[src/rtl/timer_b_map.vh]
// Constants for the type-B timer: mode codes, clock selects, limits, timing
`ifndef TIMER_B_MAP_VH
`define TIMER_B_MAP_VH
// Timer modes
`define MODE_PERIODIC 3'h0
`define MODE_TIMEOUT 3'h1
`define MODE_CAPTURE_EVENT_EVT 3'h2
`define MODE_CAPTURE_EVENT_FRQ 3'h3
`define MODE_CAPTURE_EVENT_PW 3'h4
`define MODE_CAPTURE_EVENT_FPW 3'h5
`define MODE_SINGLE 3'h6
`define MODE_PWM8 3'h7
// Clock sources
`define CLK_SRC_PER 2'h0
`define CLK_SRC_PER2 2'h1
`define CLK_SRC_TYPE_A 2'h2
`define CLK_SRC_EVENT 2'h3
// Count limits
`define COUNT_FLOOR 16'h0000
`define COUNT_CEILING 16'hFFFF
`define COUNT_ONE 16'h0001
`define BYTE_ZERO 8'h00
`define BYTE_ONE 8'h01
// Filter history patterns: all four samples high, all four low
`define FILTER_ALL_HIGH 4'hF
`define FILTER_ALL_LOW 4'h0
// Counter clock edges between an async set and the first increment
`define ASYNC_START_TICKS 2'h2
`endif

[src/rtl/timer_b.v]
// Type-B timer: single-shot, 8-bit PWM, event capture, noise filter, type-A sync
//
// What this block does
// - Single-shot output stays low while the counter is stopped and no async start is pending.
// - Trigger edge clears count, counts up to compare value, output high meanwhile.
// - A readable running bit reports whether the single-shot counter counts.
// - At compare match stop, output low one counter tick, ignore triggers.
// - Synchronous trigger raises output three to four peripheral clocks after the event.
// - Edge select one starts on any edge, zero on rising edges only.
// - Enabling, edge-select change, or edge select one starts counting untriggered, unless the count is at 0xFFFF.
// - Async trigger select sets output on the same clock as a synchronous trigger.
// - Async start still begins incrementing two to three counter ticks later.
// - PWM counts zero to low byte, output set at zero, cleared at high byte.
// - PWM period is low byte plus one; high time is high byte.
// - Output enable drives waveform on the pin, otherwise nothing is driven.
// - Other modes take the initial output level from its control bit.
// - Cascade bit chain_two_counters is stored and read back but drives nothing.
// - Filter keeps four samples, passes a level only when all agree.
// - Filter samples on peripheral clock, adding four cycles of latency.
// - Type-A clock select counts on the type-A timer's chosen tick.
// - Restart-with-type-A restarts the counter when type-A restarts.
// - Floor 0x0000, full scale 0xFFFF; overflow raised on wrap to zero.
// - Capture and overflow events are one peripheral clock pulses.
`timescale 1ns/100ps
`default_nettype none
`include "timer_b_map.vh"

module timer_b
(
	input wire core_clk,
	input wire nrst,
	input wire [3:0] reg_addr,
	input wire [15:0] reg_wdata,
	input wire reg_wr,
	input wire reg_rd,
	output reg [15:0] reg_rdata,
	input wire capture_event_evt_in,
	input wire count_evt_in,
	input wire type_a_clock,
	input wire type_a_restart,
	output reg capture_event,
	output reg overflow_event,
	output wire wave_out,
	output wire wave_oe
);

	// ------------------------------------------------------------
	// Register map (16-bit words)
	// ------------------------------------------------------------
	localparam [3:0] ADDR_CTRL_A = 4'h0;
	localparam [3:0] ADDR_CTRL_B = 4'h1;
	localparam [3:0] ADDR_EVENT_CONTROL_REG = 4'h2;
	localparam [3:0] ADDR_STATUS = 4'h3;
	localparam [3:0] ADDR_COUNT = 4'h4;
	localparam [3:0] ADDR_COMPARE_CAPTURE_VALUE = 4'h5;
	localparam [3:0] ADDR_FLAGS = 4'h6;

	// control_reg_a: [0] enable, [2:1] clock_source_select, [3] restart_with_type_a,
	// [4] chain_two_counters
	// control_reg_b: [2:0] timer_mode_select, [4] compare_output_enable,
	// [5] output_initial_level, [6] async_trigger_select
	// event_control_reg: [0] capture input enable, [4] edge select, [6] noise filter
	reg enable_q;
	reg [1:0] clk_sel_q;
	reg restart_a_q;
	reg chain_q;
	reg [2:0] mode_q;
	reg out_en_q;
	reg init_lvl_q;
	reg async_q;
	reg capture_event_ei_q;
	reg edge_q;
	reg filt_q;
	reg [15:0] count_q;
	reg [15:0] compare_capture_value_q;
	reg capture_event_flag_q;
	reg ovf_flag_q;
	reg run_q;
	reg wave_q;
	reg hold_low_q;
	reg [1:0] async_wait_q;
	reg async_hit_q;

	// ------------------------------------------------------------
	// Input synchronisers and noise filter
	// ------------------------------------------------------------
	reg capture_event_s1_q, capture_event_s2_q, cnt_s1_q, cnt_s2_q, tca_s1_q, tca_s2_q, rst_s1_q, rst_s2_q;
	reg [3:0] filt_hist_q;
	reg capture_event_lvl_q;
	reg cnt_prev_q;
	reg tca_prev_q;
	reg rst_prev_q;

	// Two flops on every pin-side input
	always @(posedge core_clk or negedge nrst)
	begin
		if (!nrst)
		begin
			capture_event_s1_q <= 1'b0;
			capture_event_s2_q <= 1'b0;
			cnt_s1_q <= 1'b0;
			cnt_s2_q <= 1'b0;
			tca_s1_q <= 1'b0;
			tca_s2_q <= 1'b0;
			rst_s1_q <= 1'b0;
			rst_s2_q <= 1'b0;
		end
		else
		begin
			capture_event_s1_q <= capture_event_evt_in;
			capture_event_s2_q <= capture_event_s1_q;
			cnt_s1_q <= count_evt_in;
			cnt_s2_q <= cnt_s1_q;
			tca_s1_q <= type_a_clock;
			tca_s2_q <= tca_s1_q;
			rst_s1_q <= type_a_restart;
			rst_s2_q <= rst_s1_q;
		end
	end

	// Filtered level follows only four agreeing samples on core_clk
	always @(posedge core_clk or negedge nrst)
	begin
		if (!nrst)
		begin
			filt_hist_q <= `FILTER_ALL_LOW;
			capture_event_lvl_q <= 1'b0;
			cnt_prev_q <= 1'b0;
			tca_prev_q <= 1'b0;
			rst_prev_q <= 1'b0;
		end
		else
		begin
			filt_hist_q <= {filt_hist_q[2:0], capture_event_s2_q};
			if (!filt_q)
				capture_event_lvl_q <= capture_event_s2_q;
			else if (filt_hist_q == `FILTER_ALL_HIGH)
				capture_event_lvl_q <= 1'b1;
			else if (filt_hist_q == `FILTER_ALL_LOW)
				capture_event_lvl_q <= 1'b0;
			cnt_prev_q <= cnt_s2_q;
			tca_prev_q <= tca_s2_q;
			rst_prev_q <= rst_s2_q;
		end
	end

	// ------------------------------------------------------------
	// Edge detection and counter tick selection
	// ------------------------------------------------------------
	reg capture_event_lvl_prev_q;
	reg edge_q_prev_q;
	reg enable_prev_q;
	always @(posedge core_clk or negedge nrst)
	begin
		if (!nrst)
		begin
			capture_event_lvl_prev_q <= 1'b0;
			edge_q_prev_q <= 1'b0;
			enable_prev_q <= 1'b0;
		end
		else
		begin
			capture_event_lvl_prev_q <= capture_event_lvl_q;
			edge_q_prev_q <= edge_q;
			enable_prev_q <= enable_q;
		end
	end

	wire rise = capture_event_lvl_q & ~capture_event_lvl_prev_q;
	wire fall = ~capture_event_lvl_q & capture_event_lvl_prev_q;
	wire trig = capture_event_ei_q & (rise | (edge_q & fall));
	wire tca_tick = tca_s2_q & ~tca_prev_q;
	wire evt_tick = cnt_s2_q & ~cnt_prev_q;
	wire tca_restart = restart_a_q & rst_s2_q & ~rst_prev_q;
	reg tick;
	reg half_q;
	always @*
	begin
		tick = 1'b1;
		if (clk_sel_q == `CLK_SRC_PER2)
			tick = half_q;
		else if (clk_sel_q == `CLK_SRC_TYPE_A)
			tick = tca_tick;
		else if (clk_sel_q == `CLK_SRC_EVENT)
			tick = evt_tick;
	end

	// Untriggered start conditions in single-shot mode; a count at ceiling blocks all three
	wire auto_start = (count_q != `COUNT_CEILING) & ((enable_q & ~enable_prev_q)
		| (enable_q & (edge_q != edge_q_prev_q))
		| (enable_q & edge_q & ~run_q & ~hold_low_q));

	wire single = (mode_q == `MODE_SINGLE);
	wire pwm = (mode_q == `MODE_PWM8);
	wire at_ceiling = (count_q == `COUNT_CEILING);
	wire [7:0] cnt_lo = count_q[7:0];

	// ------------------------------------------------------------
	// Counter, waveform and events
	// ------------------------------------------------------------
	always @(posedge core_clk or negedge nrst)
	begin
		if (!nrst)
		begin
			count_q <= `COUNT_FLOOR;
			compare_capture_value_q <= `COUNT_FLOOR;
			run_q <= 1'b0;
			wave_q <= 1'b0;
			hold_low_q <= 1'b0;
			async_wait_q <= 2'h0;
			async_hit_q <= 1'b0;
			capture_event <= 1'b0;
			overflow_event <= 1'b0;
			capture_event_flag_q <= 1'b0;
			ovf_flag_q <= 1'b0;
		end
		else
		begin
			capture_event <= 1'b0;
			overflow_event <= 1'b0;
			if (reg_wr && reg_addr == ADDR_FLAGS)
			begin
				if (reg_wdata[0])
					capture_event_flag_q <= 1'b0;
				if (reg_wdata[1])
					ovf_flag_q <= 1'b0;
			end
			if (reg_wr && reg_addr == ADDR_COUNT)
				count_q <= reg_wdata;
			if (reg_wr && reg_addr == ADDR_COMPARE_CAPTURE_VALUE)
				compare_capture_value_q <= reg_wdata;
			if (!enable_q)
			begin
				run_q <= 1'b0;
				hold_low_q <= 1'b0;
				async_wait_q <= 2'h0;
				if (single)
					wave_q <= 1'b0;
				else if (!pwm)
					wave_q <= init_lvl_q;
			end
			else if (tca_restart)
				count_q <= `COUNT_FLOOR;
			else if (single)
			begin
				if (hold_low_q)
				begin
					wave_q <= 1'b0;
					if (tick)
						hold_low_q <= 1'b0;
				end
				else if (async_wait_q != 2'h0)
				begin
					if (tick)
						async_wait_q <= async_wait_q - 2'h1;
					if (tick && async_wait_q == 2'h1)
						run_q <= 1'b1;
				end
				else if (!run_q && (trig || auto_start))
				begin
					count_q <= `COUNT_FLOOR;
					wave_q <= 1'b1;
					if (async_q && trig)
						async_wait_q <= `ASYNC_START_TICKS;
					else
						run_q <= 1'b1;
				end
				else if (run_q && tick)
				begin
					if (count_q == compare_capture_value_q)
					begin
						run_q <= 1'b0;
						wave_q <= 1'b0;
						hold_low_q <= 1'b1;
						capture_event <= 1'b1;
						capture_event_flag_q <= 1'b1;
					end
					else
						count_q <= count_q + `COUNT_ONE;
				end
				else if (!run_q)
					wave_q <= 1'b0;
			end
			else if (pwm)
			begin
				if (tick)
				begin
					if (cnt_lo == compare_capture_value_q[7:0])
					begin
						count_q <= `COUNT_FLOOR;
						wave_q <= (compare_capture_value_q[15:8] != `BYTE_ZERO);
						capture_event <= 1'b1;
						capture_event_flag_q <= 1'b1;
					end
					else
					begin
						count_q <= {8'h00, cnt_lo + `BYTE_ONE};
						if (cnt_lo + `BYTE_ONE == compare_capture_value_q[15:8])
							wave_q <= 1'b0;
					end
				end
			end
			else
			begin
				if (tick)
				begin
					count_q <= count_q + `COUNT_ONE;
					if (at_ceiling)
					begin
						overflow_event <= 1'b1;
						ovf_flag_q <= 1'b1;
					end
				end
				if (mode_q == `MODE_CAPTURE_EVENT_EVT && trig)
				begin
					compare_capture_value_q <= count_q;
					capture_event <= 1'b1;
					capture_event_flag_q <= 1'b1;
				end
			end
		end
	end

	// Pin drive only with output enable set
	assign wave_out = out_en_q & wave_q;
	assign wave_oe = out_en_q;

	// ------------------------------------------------------------
	// Register writes and reads
	// ------------------------------------------------------------
	always @(posedge core_clk or negedge nrst)
	begin
		if (!nrst)
		begin
			enable_q <= 1'b0;
			clk_sel_q <= `CLK_SRC_PER;
			restart_a_q <= 1'b0;
			chain_q <= 1'b0;
			mode_q <= `MODE_PERIODIC;
			out_en_q <= 1'b0;
			init_lvl_q <= 1'b0;
			async_q <= 1'b0;
			capture_event_ei_q <= 1'b0;
			edge_q <= 1'b0;
			filt_q <= 1'b0;
			half_q <= 1'b0;
			reg_rdata <= 16'h0000;
		end
		else
		begin
			half_q <= ~half_q;
			if (reg_wr && reg_addr == ADDR_CTRL_A)
			begin
				enable_q <= reg_wdata[0];
				clk_sel_q <= reg_wdata[2:1];
				restart_a_q <= reg_wdata[3];
				chain_q <= reg_wdata[4];
			end
			if (reg_wr && reg_addr == ADDR_CTRL_B)
			begin
				mode_q <= reg_wdata[2:0];
				out_en_q <= reg_wdata[4];
				init_lvl_q <= reg_wdata[5];
				async_q <= reg_wdata[6];
			end
			if (reg_wr && reg_addr == ADDR_EVENT_CONTROL_REG)
			begin
				capture_event_ei_q <= reg_wdata[0];
				edge_q <= reg_wdata[4];
				filt_q <= reg_wdata[6];
			end
			reg_rdata <= 16'h0000;
			if (reg_rd)
			begin
				if (reg_addr == ADDR_CTRL_A)
					reg_rdata <= {11'h000, chain_q, restart_a_q, clk_sel_q, enable_q};
				else if (reg_addr == ADDR_CTRL_B)
					reg_rdata <= {9'h000, async_q, init_lvl_q, out_en_q, 1'b0, mode_q};
				else if (reg_addr == ADDR_EVENT_CONTROL_REG)
					reg_rdata <= {9'h000, filt_q, 1'b0, edge_q, 3'h0, capture_event_ei_q};
				else if (reg_addr == ADDR_STATUS)
					reg_rdata <= {15'h0000, run_q};
				else if (reg_addr == ADDR_COUNT)
					reg_rdata <= count_q;
				else if (reg_addr == ADDR_COMPARE_CAPTURE_VALUE)
					reg_rdata <= compare_capture_value_q;
				else if (reg_addr == ADDR_FLAGS)
					reg_rdata <= {14'h0000, ovf_flag_q, capture_event_flag_q};
			end
		end
	end

endmodule // timer_b
`default_nettype wire

[config.mk]
export PLATFORM = sky130hd
export DESIGN_NAME = timer_b
export DESIGN_NICKNAME = d
export VERILOG_FILES = /design/src/rtl/timer_b.v
export VERILOG_INCLUDE_DIRS = /design/src /design/src/rtl
export SDC_FILE = /design/constraint.sdc
export NUM_CORES = 1
export LEC_CHECK = 0
export BUFFER_PORTS_ARGS = -buffer_cell sky130_fd_sc_hd__buf_2
export CORE_MARGIN = 1.5
export CORE_UTILIZATION = 46
export CTS_CLUSTER_DIAMETER = 30
export DETAILED_ROUTE_END_ITERATION = 16
export GPL_ROUTABILITY_DRIVEN = 0
export GPL_TIMING_DRIVEN = 0
export SLEW_MARGIN = 10
export SYNTH_ARGS = -nofsm -noshare
export SYNTH_HDL_FRONTEND = slang
export SYNTH_SLANG_ARGS = --single-unit
[constraint.sdc]
create_clock -name core_clk -period 2.48 [get_ports core_clk]
set_input_delay 0.62 -clock core_clk [delete_from_list [all_inputs] [get_ports core_clk]]
set_output_delay 0.62 -clock core_clk [all_outputs]
set_load 0.05 [all_outputs]
==> impl_metrics.tcl <==
set metrics [dict create \
    netlist_instances 577 \
    r2r_setup_slack_ps 60 \
    drc 0 \
    numClockSinks 91 \
    synth.most_common_cell "dfrtp_1" \
    drv_cap 0 \
    maxSlewViolCount 0 \
    place_inst 769 \
    syn_nets 609 \
    overflow 0 \
    worst_pin_slew_ps 1059 \
    start_util 0.4734 \
    synthTopCellsByCount "dfrtp_1 (91), nand2_1 (47), o21ai_0 (43), nor2_1 (31)" \
    p_per_area_nw_per_um2 1014 \
    dr.pass1.iters 5 \
    dp_slack_ps -379.8 \
    dr.first_iter.drc_count 730 \
    io_buffers 44 \
    p_total_mw 6.663 \
    max_freq_mhz 411.9 \
    clock_latency_ps 360 \
    area_growth_pct 15.53 \
    dieArea_sq_um 13040 \
    n_antenna_cell 0 \
    arrival_ps 2630 \
    yosys_most_used_dff "dfrtp_1" \
    fillers 1108 \
    antenna_found_initial 0 \
    critPathLaunch "reg_addr[3]" \
    fp.dieH_microns 114.2 \
    cts_tree "built" \
    fin_crit_sh 0.9790 \
    fin_cells 791 \
    ys_ff_latch 91 \
    top_level_ports 48 \
    cts.clk_slew.worst_paths_ps 70 \
    seq_area_sq_um 2278 \
    holdWs_ps 200.8 \
    gr-usage-all-layers 0.2708 \
    worstSetupStartpointType "primary input" \
    drive_above_1_share 0.2329 \
    syn_area_sq_um 5687 \
    vias 4989 \
    final_net_count 671 \
    outcome "complete, no violations" \
    synth_area_leaders "dfrtp_1 (40%), mux2i_1 (5.3%), mux2_2 (4.2%)" \
    synth.distinct_cells 81 \
    setup_viol 0 \
    crit_type "in2reg" \
    grt_first_pass_wirelength_microns 26790 \
    grt_pass1_vias 4716 \
    finClkSkew_ps 6.732 \
    core_sq_um 12010 \
    cts_buffers 9 \
    hold_viol 0 \
    drt_wl_total_microns 17010 \
    synth.avg_cell_area_sq_um 9.856 \
    fin_crit_ps 2428 \
    fin_ws_ps 52.04 \
    grt_max_degree 61 \
    cts_max_path_buffers 2 \
    multi_input_area_sq_um 3169 \
    synth_top_cell_area_share 0.4004 \
    async_flop_share 1.000 \
    cp_max_fo 10 \
    via_per_inst 6.307 \
    leakage_nw 2.873 \
    peakVddDrop_uv 449.6 \
    die_x_microns 114.2 \
    hpwl_microns 12320 \
    ys_seq_area_frac 0.4004 \
    cts-root-buf "clkbuf_16" \
    yosys.area.top_type "dfrtp_1" \
    hp-class "in2async" \
    cts-htree-levels 3 \
    routedWlPerCell_microns 21.50 \
    slew_headroom 0.2866 \
    r2r_start "count_q[0]" \
    required_ps 2690 \
    rsz0062_at_grt "no" \
    endpoint_kind "flip-flop" \
    fin_util 0.5470 \
    yosys_warnings 0 \
    postRouteAntennaNets 0 \
    num_rows 40 \
    synth_enable_flop_cells 0 \
]
[registers in the layout, indices dropped and copies added, names as in the netlist, 2 cells and up]
register	count
filt_hist_q	4
clk_sel_q	2
compare_capture_value_q	16
mode_q	3
async_wait_q	2
count_q	16
reg_rdata	16
[layout make-up]
| class | count | share of cell area |
|---|---|---|
| multi-input cells | 432 | 0.4824 |
| clock inverters | 7 | 0.01124 |
| repair buffers | 57 | 0.05180 |
| inverters | 10 | 0.005713 |
| well taps | 147 | 0.02799 |
| clock buffers | 9 | 0.03428 |
| flip-flops and latches | 91 | 0.3468 |
| plain buffers | 38 | 0.03980 |
[cell usage in the layout (no fill, tap or decap), types with 6 or more instances in the layout]
master	netlist	layout
mux2_2	21	21
xnor2_2	7	6
buf_2	3	46
a22oi_1	15	15
mux2i_1	30	29
buf_4	1	14
clkbuf_1	25	16
buf_6	9	9
xor2_1	10	9
o22ai_1	7	7
o21a_1	6	6
nor2_1	31	30
a21oi_1	30	30
nor4_1	8	8
clkbuf_16	0	9
xnor2_1	20	20
nor3_1	19	19
dfrtp_1	91	90
inv_1	10	10
nand3_1	16	16
o21ai_0	43	43
nand4_1	8	8
nand2_1	47	46
[path summary, 6_finish.rpt]
kind                                      to  cells past startpoint
worst max register to register   count_q[12]                      8
worst max-delay path              count_q[6]                      8
max in group asynchronous         count_q[1]                      2
worst min register to register      rst_s2_q                      0
min in group core_clk               rst_s2_q                      0
worst min-delay path            reg_rdata[1]                      1
[critical path, cell delays in order]
cell	delay [ps]
buf_2	160
nor4b_4	430
nand2_1	270
buf_6	230
mux2i_1	330
o21ai_0	160
o21ai_0	280
o22ai_1	160
[report_power, final]
group	total (mW)	switching (mW)	internal [mW]
combinational	2.93	1.63	1.30
clock	1.41	0.623	0.790
sequential	2.32	0.494	1.83
total	6.66	2.75	3.92
[routing by layer]
layer,vias up,share of wire,GRT usage
met5,-,0,0
li1,2276,-,-
met4,0,0.027,0.1058
met3,41,0.070,0.04711
met2,215,0.45,0.4064
met1,2457,0.46,0.3898
[timing repair]
action | in CTS | in global routing
hold buffers | 0 | 0
gates resized for setup | 4 | 16
setup endpoints to repair | 22 | 18
pin swaps | 2 | 6
setup buffers | 2 | 10
[cell families after synthesis]
family	after synthesis	share of synthesized area
flip-flops	91	0.4004
multiplexers	51	0.09439
XOR/XNOR	39	0.07437
AO/OA/AOI/OAI	161	0.1943
AND/OR/NAND/NOR	177	0.1718
adder cells (fa/ha/maj)	4	0.008801
buffers and inverters	54	0.05589
[through the flow]
stage / TNS (ps) / cell area (sq um)
4_1_cts: 0 / 6440
2_1_floorplan: 0 / 5687
3_5_place_dp: -6986 / 6121
3_3_place_gp: -15630 / 6091
6_report: 0 / 6570
5_1_grt: 0 / 6570
Power figures use the tool's default switching activity.
